$ cat src/aok_cfg.svh
`ifndef AOK_CFG_SVH
`define AOK_CFG_SVH
`define AOK_N_ALARM        6
`define AOK_N_VAR          8
`define AOK_VAL_W          16
// Register offsets (byte addresses).
`define AOK_OFS_CTRL       8'h00
`define AOK_OFS_STATUS     8'h04
`define AOK_OFS_INT_STAT   8'h08
`define AOK_OFS_INT_CLR    8'h0c
`define AOK_OFS_INT_EN     8'h10
`define AOK_OFS_CODE       8'h14
`define AOK_OFS_CODE_IN    8'h18
`define AOK_OFS_VAL_BASE   8'h20
`define AOK_OFS_ACFG_BASE  8'h40
`define AOK_OFS_ALO_BASE   8'h60
`define AOK_OFS_AHI_BASE   8'h80
`define AOK_OFS_AHYS_BASE  8'ha0
// CTRL field positions.
`define AOK_CTRL_VALID_BIT 0
`define AOK_CTRL_ANYST_BIT 1
`define AOK_CTRL_STXT_BIT  2
`define AOK_CTRL_KEYS_LSB  4
`define AOK_CTRL_LAST_LSB  8
// Reset values: keys Both, good data only, status text on, last input 7.
`define AOK_CTRL_RST       32'h0000_0724
`define AOK_CODE_RST       32'h3030_3030
// Blink half period: 250 ms at 125 MHz.
`define AOK_BLINK_MS       250
`define AOK_CLK_KHZ        125000
`define AOK_BLINK_CYC      (`AOK_BLINK_MS * `AOK_CLK_KHZ)
`endif

$ cat src/aok_pkg.sv
`default_nettype none
package aok_pkg;
   typedef enum logic [1:0] {
      AOK_KEYS_INT  = 2'b00,
      AOK_KEYS_EXT  = 2'b01,
      AOK_KEYS_BOTH = 2'b10,
      AOK_KEYS_PORT = 2'b11
   } aok_keys_t;
   typedef enum logic [1:0] {
      AOK_MODE_OPER  = 2'b00,
      AOK_MODE_CODE  = 2'b01,
      AOK_MODE_CONF  = 2'b10,
      AOK_MODE_QUICK = 2'b11
   } aok_mode_t;
   typedef struct packed {
      logic [2:0] src;
      logic       nc;
      logic       en_lo;
      logic       en_hi;
      logic       en_hys;
   } aok_acfg_t;
   // Button set: program, enter, down, up, spare a, spare b.
   typedef struct packed {
      logic       prog;
      logic       enter;
      logic       down;
      logic       up;
      logic [1:0] spare;
   } aok_btn_t;
   typedef struct packed {
      logic [31:0] addr;
      logic [31:0] wdata;
      logic        wr;
      logic        rd;
   } aok_bus_t;
   typedef struct packed {
      logic [31:0]             ctrl;
      logic [31:0]             code;
      logic [31:0]             code_in;
      logic [5:0]              int_stat;
      logic [5:0]              int_en;
      logic [7:0][15:0]        val;
      logic [5:0][6:0]         acfg;
      logic [5:0][15:0]        lo;
      logic [5:0][15:0]        hi;
      logic [5:0][15:0]        hys;
      logic [5:0]              alarm;
      logic [5:0]              sync1;
      logic [5:0]              sync2;
      logic                    pwr1;
      logic                    pwr2;
      logic [5:0]              ext_prev;
      logic [5:0]              int1;
      logic [5:0]              int2;
      logic [5:0]              int_prev;
      logic [1:0]              mode;
      logic                    quick;
      logic [2:0]              screen;
      logic [31:0]             blink_cnt;
      logic                    blink;
      logic [31:0]             rdata;
   } aok_state_t;
endpackage : aok_pkg
`default_nettype wire

$ cat src/aok_core.sv
`include "aok_cfg.svh"
`default_nettype none
// Operation
// - Six alarms, each picks one of eight variables as source.
// - Alarm acts as high, low, or combined high and low.
// - Polarity bit chooses open or closed contact when inactive.
// - Alarm outputs come only from local comparison, configuration and bus power.
// - Variable with active linked alarm blinks normal and inverted.
// - Global setting: trip on good status only, or regardless.
// - Variable with bad status is shown inverted, status field shown.
// - Low, high and hysteresis each have their own enable.
// - Quick access needs four-character code; code 0000 enters directly.
// - With status text on, screens 1 and 4 show Good or Bad.
// - Last input number limits operating-mode scrolling.
// - Button functions move to four external inputs; panel may be off.
// - Key source: internal, external, both, or internal plus port.
// - Key status muted in configuration menu except internal plus port.
// - Internal plus port: external inputs are discrete host inputs.
// - Program+enter opens configuration, program+up opens quick access.
module aok_core (
   input  wire logic        clk_sys,
   input  wire logic        rst_n,
   input  wire logic [31:0] reg_addr,
   input  wire logic [31:0] reg_wdata,
   input  wire logic        reg_wr,
   input  wire logic        reg_rd,
   output logic      [31:0] reg_rdata,
   input  wire logic        bus_power,
   input  wire logic [7:0]  var_good,
   input  wire logic [5:0]  panel_btn,
   input  wire logic [5:0]  ext_btn,
   input  wire logic        menu_exit,
   output logic      [5:0]  alarm_contact,
   output logic      [7:0]  var_invert,
   output logic      [7:0]  var_bad,
   output logic             status_text_on,
   output logic      [2:0]  screen_index,
   output logic      [5:0]  key_status,
   output logic      [5:0]  discrete_input_block,
   output logic      [1:0]  menu_mode,
   output logic             irq
);
   aok_pkg::aok_state_t s_q;
   aok_pkg::aok_state_t s_d;

   function automatic logic [5:0] rise(input logic [5:0] now, input logic [5:0] prev);
      rise = now & ~prev;
   endfunction : rise

   function automatic logic hit(input logic [31:0] a, input logic [7:0] base, input int i);
      hit = (a == {24'h00_0000, base} + 32'(i * 4));
   endfunction : hit

   logic [5:0]               trip_now;
   logic [5:0]               rel_now;
   logic [7:0]               var_alarm;
   aok_pkg::aok_keys_t       keys;
   logic [5:0]               disp_btn;
   logic [3:0]               last_in;
   logic [31:0]              rd_val;

   // -----------------------------------------------------------------
   // Alarm comparators
   // -----------------------------------------------------------------
   genvar g;
   generate
      for (g = 0; g < `AOK_N_ALARM; g++) begin : g_alm
         aok_pkg::aok_acfg_t c;
         logic [15:0]        v;
         logic               ok;
         assign c  = aok_pkg::aok_acfg_t'(s_q.acfg[g]);
         assign v  = s_q.val[c.src];
         assign ok = s_q.ctrl[`AOK_CTRL_ANYST_BIT] | var_good[c.src];
         assign trip_now[g] = ok & ((c.en_lo & ($signed(v) < $signed(s_q.lo[g]))) |
                                    (c.en_hi & ($signed(v) > $signed(s_q.hi[g]))));
         assign rel_now[g]  = ~ok |
            ((~c.en_lo | ($signed(v) >= $signed(s_q.lo[g]) +
                          $signed(c.en_hys ? s_q.hys[g] : 16'h0000))) &
             (~c.en_hi | ($signed(v) <= $signed(s_q.hi[g]) -
                          $signed(c.en_hys ? s_q.hys[g] : 16'h0000))));
         assign alarm_contact[g] = s_q.ctrl[`AOK_CTRL_VALID_BIT] & s_q.pwr2 &
                                   (s_q.alarm[g] ^ c.nc);
      end
   endgenerate

   always_comb begin
      var_alarm = 8'h00;
      for (int i = 0; i < `AOK_N_ALARM; i++) begin
         if (s_q.alarm[i]) begin
            var_alarm[s_q.acfg[i][6:4]] = 1'b1;
         end
      end
   end

   assign var_invert     = ~var_good ^ (var_alarm & {8{s_q.blink}});
   assign var_bad        = ~var_good;
   assign status_text_on = s_q.ctrl[`AOK_CTRL_STXT_BIT] &
                           ((s_q.screen == 3'h0) | (s_q.screen == 3'h3));
   assign screen_index   = s_q.screen;
   assign menu_mode      = s_q.mode;
   assign irq            = |(s_q.int_stat & s_q.int_en);
   assign reg_rdata      = s_q.rdata;

   assign keys    = aok_pkg::aok_keys_t'(s_q.ctrl[`AOK_CTRL_KEYS_LSB +: 2]);
   assign last_in = s_q.ctrl[`AOK_CTRL_LAST_LSB +: 4];

   always_comb begin
      case (keys)
         aok_pkg::AOK_KEYS_INT:  disp_btn = s_q.int2;
         aok_pkg::AOK_KEYS_EXT:  disp_btn = {s_q.sync2[5:2], 2'b00};
         aok_pkg::AOK_KEYS_BOTH: disp_btn = s_q.int2 | {s_q.sync2[5:2], 2'b00};
         aok_pkg::AOK_KEYS_PORT: disp_btn = s_q.int2;
         default:                disp_btn = 6'h00;
      endcase
   end

   always_comb begin
      case (keys)
         aok_pkg::AOK_KEYS_INT:  key_status = s_q.int2;
         aok_pkg::AOK_KEYS_EXT:  key_status = s_q.sync2;
         aok_pkg::AOK_KEYS_BOTH: key_status = s_q.int2 | s_q.sync2;
         aok_pkg::AOK_KEYS_PORT: key_status = s_q.sync2;
         default:                key_status = 6'h00;
      endcase
      if (keys != aok_pkg::AOK_KEYS_PORT && s_q.mode == aok_pkg::AOK_MODE_CONF) begin
         key_status = 6'h00;
      end
      discrete_input_block = (keys == aok_pkg::AOK_KEYS_PORT) ? s_q.sync2 : 6'h00;
   end

   // -----------------------------------------------------------------
   // Read mux
   // -----------------------------------------------------------------
   always_comb begin
      rd_val = 32'h0000_0000;
      if (reg_addr == {24'h00_0000, `AOK_OFS_CTRL})     rd_val = s_q.ctrl;
      if (reg_addr == {24'h00_0000, `AOK_OFS_STATUS})
         rd_val = {8'h00, var_alarm, 2'b00, s_q.alarm, 2'b00, s_q.mode, 1'b0, s_q.screen};
      if (reg_addr == {24'h00_0000, `AOK_OFS_INT_STAT}) rd_val = {26'h0, s_q.int_stat};
      if (reg_addr == {24'h00_0000, `AOK_OFS_INT_EN})   rd_val = {26'h0, s_q.int_en};
      if (reg_addr == {24'h00_0000, `AOK_OFS_CODE})     rd_val = s_q.code;
      if (reg_addr == {24'h00_0000, `AOK_OFS_CODE_IN})  rd_val = s_q.code_in;
      for (int i = 0; i < `AOK_N_VAR; i++) begin
         if (hit(reg_addr, `AOK_OFS_VAL_BASE, i)) rd_val = {16'h0000, s_q.val[i]};
      end
      for (int i = 0; i < `AOK_N_ALARM; i++) begin
         if (hit(reg_addr, `AOK_OFS_ACFG_BASE, i)) rd_val = {25'h0, s_q.acfg[i]};
         if (hit(reg_addr, `AOK_OFS_ALO_BASE, i))  rd_val = {16'h0000, s_q.lo[i]};
         if (hit(reg_addr, `AOK_OFS_AHI_BASE, i))  rd_val = {16'h0000, s_q.hi[i]};
         if (hit(reg_addr, `AOK_OFS_AHYS_BASE, i)) rd_val = {16'h0000, s_q.hys[i]};
      end
   end

   // -----------------------------------------------------------------
   // Next state
   // -----------------------------------------------------------------
   always_comb begin
      logic [5:0] pr;
      logic [5:0] ev;
      pr  = 6'h00;
      ev  = 6'h00;
      s_d = s_q;
      // Button and bus power pins pass two flops before any logic reads them.
      // Bus power has its own chain so that a switch input cannot open the contacts.
      s_d.sync1    = ext_btn;
      s_d.pwr1     = bus_power;
      s_d.pwr2     = s_q.pwr1;
      s_d.sync2    = s_q.sync1;
      s_d.int1     = panel_btn;
      s_d.int2     = s_q.int1;
      s_d.int_prev = disp_btn;
      s_d.ext_prev = s_q.sync2;
      s_d.rdata    = reg_rd ? rd_val : 32'h0000_0000;

      if (s_q.blink_cnt >= 32'(`AOK_BLINK_CYC - 1)) begin
         s_d.blink_cnt = 32'h0000_0000;
         s_d.blink     = ~s_q.blink;
      end else begin
         s_d.blink_cnt = s_q.blink_cnt + 32'h0000_0001;
      end

      for (int i = 0; i < `AOK_N_ALARM; i++) begin
         if (!s_q.alarm[i] && trip_now[i]) begin
            s_d.alarm[i] = 1'b1;
            ev[i]        = 1'b1;
         end else if (s_q.alarm[i] && rel_now[i]) begin
            s_d.alarm[i] = 1'b0;
         end
      end

      pr = rise(disp_btn, s_q.int_prev);
      case (aok_pkg::aok_mode_t'(s_q.mode))
         aok_pkg::AOK_MODE_OPER: begin
            if (disp_btn[5] && disp_btn[4] && (pr[5] || pr[4])) begin
               s_d.mode = aok_pkg::AOK_MODE_CONF;
            end else if (disp_btn[5] && disp_btn[2] && (pr[5] || pr[2])) begin
               s_d.mode  = (s_q.code == `AOK_CODE_RST) ? aok_pkg::AOK_MODE_QUICK
                                                      : aok_pkg::AOK_MODE_CODE;
            end else if (pr[2]) begin
               s_d.screen = (32'(s_q.screen) + 32'd2 > 32'(last_in)) ? 3'h0
                                                                  : s_q.screen + 3'h1;
            end else if (pr[3]) begin
               s_d.screen = (s_q.screen == 3'h0) ? 3'(last_in - 4'h1) : s_q.screen - 3'h1;
            end
            if (32'(s_q.screen) + 32'd1 > 32'(last_in)) s_d.screen = 3'h0;
         end
         aok_pkg::AOK_MODE_CODE: begin
            if (pr[4]) begin
               s_d.mode = (s_q.code_in == s_q.code) ? aok_pkg::AOK_MODE_QUICK
                                                    : aok_pkg::AOK_MODE_OPER;
            end
         end
         aok_pkg::AOK_MODE_CONF: begin
            // configuration menu left only by menu_exit, in every key mode
            if (menu_exit) s_d.mode = aok_pkg::AOK_MODE_OPER;
         end
         aok_pkg::AOK_MODE_QUICK: begin
            if (pr[4] || menu_exit) s_d.mode = aok_pkg::AOK_MODE_OPER;
         end
         default: s_d.mode = aok_pkg::AOK_MODE_OPER;
      endcase
      // panel keeps config chord in external mode
      if (keys == aok_pkg::AOK_KEYS_EXT && s_q.mode == aok_pkg::AOK_MODE_OPER &&
          s_q.int2[5] && s_q.int2[4]) begin
         s_d.mode = aok_pkg::AOK_MODE_CONF;
      end

      if (reg_wr) begin
         if (reg_addr == {24'h00_0000, `AOK_OFS_CTRL})    s_d.ctrl     = reg_wdata;
         if (reg_addr == {24'h00_0000, `AOK_OFS_INT_CLR})
            s_d.int_stat = s_q.int_stat & ~reg_wdata[5:0];
         if (reg_addr == {24'h00_0000, `AOK_OFS_INT_EN})  s_d.int_en   = reg_wdata[5:0];
         if (reg_addr == {24'h00_0000, `AOK_OFS_CODE})    s_d.code     = reg_wdata;
         if (reg_addr == {24'h00_0000, `AOK_OFS_CODE_IN}) s_d.code_in  = reg_wdata;
         for (int i = 0; i < `AOK_N_VAR; i++) begin
            if (hit(reg_addr, `AOK_OFS_VAL_BASE, i)) s_d.val[i] = reg_wdata[15:0];
         end
         for (int i = 0; i < `AOK_N_ALARM; i++) begin
            if (hit(reg_addr, `AOK_OFS_ACFG_BASE, i)) s_d.acfg[i] = reg_wdata[6:0];
            if (hit(reg_addr, `AOK_OFS_ALO_BASE, i))  s_d.lo[i]   = reg_wdata[15:0];
            if (hit(reg_addr, `AOK_OFS_AHI_BASE, i))  s_d.hi[i]   = reg_wdata[15:0];
            if (hit(reg_addr, `AOK_OFS_AHYS_BASE, i)) s_d.hys[i]  = reg_wdata[15:0];
         end
      end
      // A new trip wins over a clear in the same cycle.
      s_d.int_stat = s_d.int_stat | ev;
   end

   always_ff @(posedge clk_sys or negedge rst_n) begin
      if (!rst_n) begin
         s_q      <= '0;
         s_q.ctrl <= `AOK_CTRL_RST;
         s_q.code <= `AOK_CODE_RST;
      end else begin
         s_q <= s_d;
      end
   end

   // -----------------------------------------------------------------
   // Checks
   // -----------------------------------------------------------------
   // open until valid
   contact_open_a: assert property (@(posedge clk_sys) disable iff (!rst_n)
      !s_q.ctrl[`AOK_CTRL_VALID_BIT] |-> alarm_contact == 6'h00)
      else $error("contact closed before configuration valid");
   power_open_a: assert property (@(posedge clk_sys) disable iff (!rst_n)
      !s_q.pwr2 |-> alarm_contact == 6'h00)
      else $error("contact closed without bus power");
   key_mute_a: assert property (@(posedge clk_sys) disable iff (!rst_n)
      (s_q.mode == aok_pkg::AOK_MODE_CONF && keys != aok_pkg::AOK_KEYS_PORT)
      |-> key_status == 6'h00)
      else $error("key status reported inside configuration menu");
   port_di_a: assert property (@(posedge clk_sys) disable iff (!rst_n)
      keys == aok_pkg::AOK_KEYS_PORT |-> discrete_input_block == $past(s_q.sync1))
      else $error("discrete inputs do not follow external switches");
   alarm_trip_a: assert property (@(posedge clk_sys) disable iff (!rst_n)
      (!s_q.alarm[0] && trip_now[0]) |=> s_q.alarm[0])
      else $error("alarm did not trip");
   good_gate_a: assert property (@(posedge clk_sys) disable iff (!rst_n)
      (!s_q.ctrl[`AOK_CTRL_ANYST_BIT] && !var_good[s_q.acfg[0][6:4]]) |-> !trip_now[0])
      else $error("alarm tripped on bad data");
   blink_var_a: assert property (@(posedge clk_sys) disable iff (!rst_n)
      var_alarm[0] && var_good[0] |-> var_invert[0] == s_q.blink)
      else $error("alarmed variable not blinking");
   bad_inv_a: assert property (@(posedge clk_sys) disable iff (!rst_n)
      !var_alarm[1] && !var_good[1] |-> var_invert[1])
      else $error("bad variable not inverted");
   polarity_a: assert property (@(posedge clk_sys) disable iff (!rst_n)
      (s_q.ctrl[`AOK_CTRL_VALID_BIT] && s_q.pwr2 && !s_q.alarm[1])
      |-> alarm_contact[1] == s_q.acfg[1][3])
      else $error("inactive contact level wrong");
   stat_text_a: assert property (@(posedge clk_sys) disable iff (!rst_n)
      s_q.screen == 3'h1 |-> !status_text_on)
      else $error("status text on wrong screen");
endmodule : aok_core
`default_nettype wire

$ cat config.mk
export PLATFORM = sky130hd
export DESIGN_NAME = aok_core
export DESIGN_NICKNAME = d
export VERILOG_FILES = /design/src/aok_pkg.sv /design/src/aok_core.sv
export VERILOG_INCLUDE_DIRS = /design/src
export SDC_FILE = /design/constraint.sdc
export NUM_CORES = 2
export LEC_CHECK = 0
export BUFFER_PORTS_ARGS = -buffer_cell sky130_fd_sc_hd__buf_2
export CAP_MARGIN = 20
export CELL_PAD_IN_SITES_DETAIL_PLACEMENT = 1
export CELL_PAD_IN_SITES_GLOBAL_PLACEMENT = 2
export CORE_MARGIN = 2
export CORE_UTILIZATION = 38
export CTS_BUF_LIST = sky130_fd_sc_hd__clkbuf_4 sky130_fd_sc_hd__clkbuf_8 sky130_fd_sc_hd__clkbuf_16
export DETAILED_ROUTE_END_ITERATION = 10
export PLACE_DENSITY_LB_ADDON = 0.1
export SYNTH_ARGS = -nofsm -noshare
export SYNTH_HDL_FRONTEND = slang
export SYNTH_SLANG_ARGS = --single-unit
$ cat constraint.sdc
create_clock -name clk_sys -period 4.61 [get_ports clk_sys]
set_clock_uncertainty 0.1 [all_clocks]
set_input_delay 0.922 -clock clk_sys [delete_from_list [all_inputs] [get_ports clk_sys]]
set_output_delay 0.922 -clock clk_sys [all_outputs]
set_load 0.005 [all_outputs]
==> flow_summary.yaml <==
place:
  post-place-ws_ns: -0.4634
  io_buffer_count: 162
  place_congestion: 1.038
  post_dp_cell_area_um2: 61460
  placed_cells: 7810
  dp_hpwl_mm: 207.7
logic_synthesis:
  synth_seq_cells: 672
  yosysUniqueCellTypes: 93
  ys.flop_type: "dfrtp_1"
  ys_async_sr_fraction: 1.000
  postSynthCellCount: 5466
  syn_area_um2: 54850
  ys_seq_area_frac: 0.3069
  avgSynthCellArea_um2: 10.03
  yosys_warnings: 0
  synth_edf_count: 0
worst_setup_path:
  path_cells: "and2_4 -> ha_4 -> fa_2 -> a21o_1 -> a21oi_2 -> nor2b_1 -> o21a_1 -> o21ai_2 -> nand2b_1 -> nand4_1 -> nand2_1 -> or4_4 -> a31o_4 -> a21oi_2 -> xor2_1 -> ha_1 -> nand4_1 -> nor2_1 -> nand3_1 -> or3_1 -> a31oi_1 -> nor3b_1 -> or2_4"
  setup.worst_path.end: "s_q[113]"
  slowest_stage: "or4_4"
  max_stage_delay_ns: 0.43
  cp_data_required_time_ns: 5.11
  worstSetupPathDepth: 23
  cp-start-kind: "flip-flop"
  crit_buf_inv: 0
  worstRegToRegCells: 23
  worstReg2RegEnd: "s_q[113]"
  setup.worst_path.end_class: "flip-flop"
  rr_startpoint: "s_q[179]"
  critPathTopFamily: "simple AND/OR/NAND/NOR gates"
  cp_max_fo: 2
  startpoint: "s_q[179]"
  arrival_ns: 5.19
  r2r_setup_slack_ns: -0.08
  critical_path_class: "reg2reg"
layout:
  n_fill_cell: 15910
  final_area_um2: 65420
  fin_cells: 8007
  fin_nets: 6705
  drive_gt1_frac: 0.3247
  synthToLayoutAreaGrowth_pct: 19.27
clocking:
  clkTransAtPathRegs_ns: 0.07
  cts_made_buffers: 85
  cts_buffer_depth: 3
  clkLatencyLatePin_ns: 0.72
  cts_tree: "yes"
  clkSinkCount: 672
  htreeDepth: 3
  postCtsHoldBufs: 0
  cts_root_buffer: "clkbuf_16"
timing:
  fin_hold_ws_ns: 0.06794
  fin_crit_ns: 4.690
  slew-limit-headroom: 0.1888
  worst_pin_slew_ns: 1.202
  fin_crit_sh: 1.017
  hold_violations: 0
  finalWorstSetupSlack_ns: -0.08014
  setup_tns_ns: -0.1578
  fmax_ghz: 0.2132
  slew_viol_final: 0
  setup_viol_count_final: 2
  rsz0062_at_grt: "true"
die:
  core_area_um2: 143500
  die_area_um2: 147400
  initial_core_util: 0.3823
  num_rows: 139
  die_h_um: 383.9
  ioPinCount: 163
  die_w_um: 383.9
flow_run:
  cap_violations: 0
power_and_ir_drop:
  leakage_nw: 31.25
  vdd_drop_max_uv: 361.0
  power.density_nw_per_um2: 215.7
routing:
  avgRoutedWirePerCell_um: 33.32
  drc: 0
  dr.pass1.iters: 8
  ant_nets: 0
  viasPerCell: 6.261
  drt_iter0_drc: 5195
  num_vias: 50135
  wirelength_mm: 266.8
worst_hold_path:
  min_path_type: "in2async"
grt:
  grt_pass1_vias: 50652
  antenna_found_initial: 24
  grt_max_degree: 74
  grt_pass1_wl_mm: 379.2
  grt.overflow.total: 0
  grt_usage: 0.3574
outcome:
  violations: "setup timing"
  status: "complete, but fails checks"
layout make-up:
class                           instances  area [um2]  share of cell area
Multi-Input combinational cell       4128       35980              0.5501
Sequential cell                       672       16850              0.2576
Timing Repair Buffer                  772        5739             0.08773
Clock buffer                          110        2390             0.03653
Tap cell                             1903        2381             0.03640
Inverter                              368        1381             0.02112
Clock inverter                         48       673.1             0.01029
Antenna cell                            6       15.01           0.0002295
worst min-delay path by stage:
stage | cells past startpoint | endpoint | slack, ns | startpoint
after floorplan | 0 | s_d[89] | 0.23 | s_d[97]
after global placement | 0 | s_d[92] | 0.23 | s_d[100]
after detailed placement | 0 | s_d[89] | 0.24 | s_d[97]
after CTS | 1 | s_q[675] | 0.09 | rst_n
after global routing | 1 | s_q[675] | 0.12 | rst_n
final | 1 | s_d[82] | 0.07 | rst_n
layout by cell type, fill, tap and decap left out, drive strengths merged, types with 88 or more instances in the layout:
| cell | instances |
|---|---|
| a21o | 110 |
| a21oi | 317 |
| buf | 772 |
| clkbuf | 110 |
| dfrtp | 659 |
| ha | 576 |
| inv | 374 |
| mux2 | 657 |
| mux4 | 173 |
| nand2 | 368 |
| nand3 | 92 |
| nand4 | 90 |
| nor2 | 287 |
| nor2b | 88 |
| nor3 | 93 |
| o21ai | 214 |
| xnor2 | 141 |
| xor2 | 96 |
cell families (layout without fill, tap and decap cells):
| kind of cell | Yosys count | in the layout | synth area share |
|---|---|---|---|
| compound gates | 1180 | 1180 | 0.1433 |
| xor+xnor | 237 | 237 | 0.03785 |
| mux | 872 | 872 | 0.2136 |
| other cells | 1 | 13 | 0.00006837 |
| flops | 672 | 672 | 0.3069 |
| simple gates | 1244 | 1244 | 0.1129 |
| fa+ha+maj | 588 | 588 | 0.1358 |
| buf+inv | 672 | 1298 | 0.04953 |
synthesized netlist by cell type (all sizes together), types with 93 or more instances:
| cell type | number | area [um2] |
|---|---|---|
| a21o | 110 | 825.8 |
| a21oi | 317 | 1590 |
| buf | 115 | 625.6 |
| clkbuf | 189 | 709.4 |
| dfrtp | 659 | 16490 |
| ha | 576 | 7207 |
| inv | 368 | 1381 |
| mux2 | 657 | 7398 |
| mux4 | 173 | 3896 |
| nand2 | 368 | 1389 |
| nor2 | 287 | 1100 |
| nor3 | 93 | 506.7 |
| o21ai | 214 | 1071 |
| xnor2 | 141 | 1235 |
| xor2 | 96 | 840.8 |
registers in the layout, indices dropped and copies added, names as in the netlist:
register      count
s_q             568
g_alm.c          42
reg_rdata        32
s_d              19
last_in           4
screen_index      3
keys              2
menu_mode         2
routing by layer:
metal,global-route usage,wire length (um),vias up
met4,0.1463,12110,10
met3,0.08032,22840,527
met1,0.4924,115900,25957
met2,0.5399,115900,2245
li1,-,-,21396
met5,0,64,-
where the power goes:
| part | internal (mW) | switching [mW] | total (mW) |
|---|---|---|---|
| Combinational | 0.192 | 0.546 | 0.737 |
| Clock | 4.30 | 3.11 | 7.41 |
| Sequential | 5.93 | 0.0408 | 5.97 |
through the flow:
| step | utilization | total power [mW] |
|---|---|---|
| 2_1_floorplan | - | 6.289 |
| 3_3_place_gp | 0.4280 | 6.799 |
| 3_5_place_dp | 0.4284 | 6.803 |
| 4_1_cts | 0.4527 | 14.20 |
| 5_1_grt | 0.4558 | 14.48 |
| 6_report | 0.4559 | 14.11 |
repair_timing:
action | CTS | global route
gates cloned | 0 | 0
pin swaps | 46 | 78
buffers inserted | 17 | 15
gates resized for setup | 77 | 79
setup endpoints to repair | 6 | 8
endpoints found under the hold margin | 0 | 0
No activity file was read; power rests on OpenSTA's default activity.
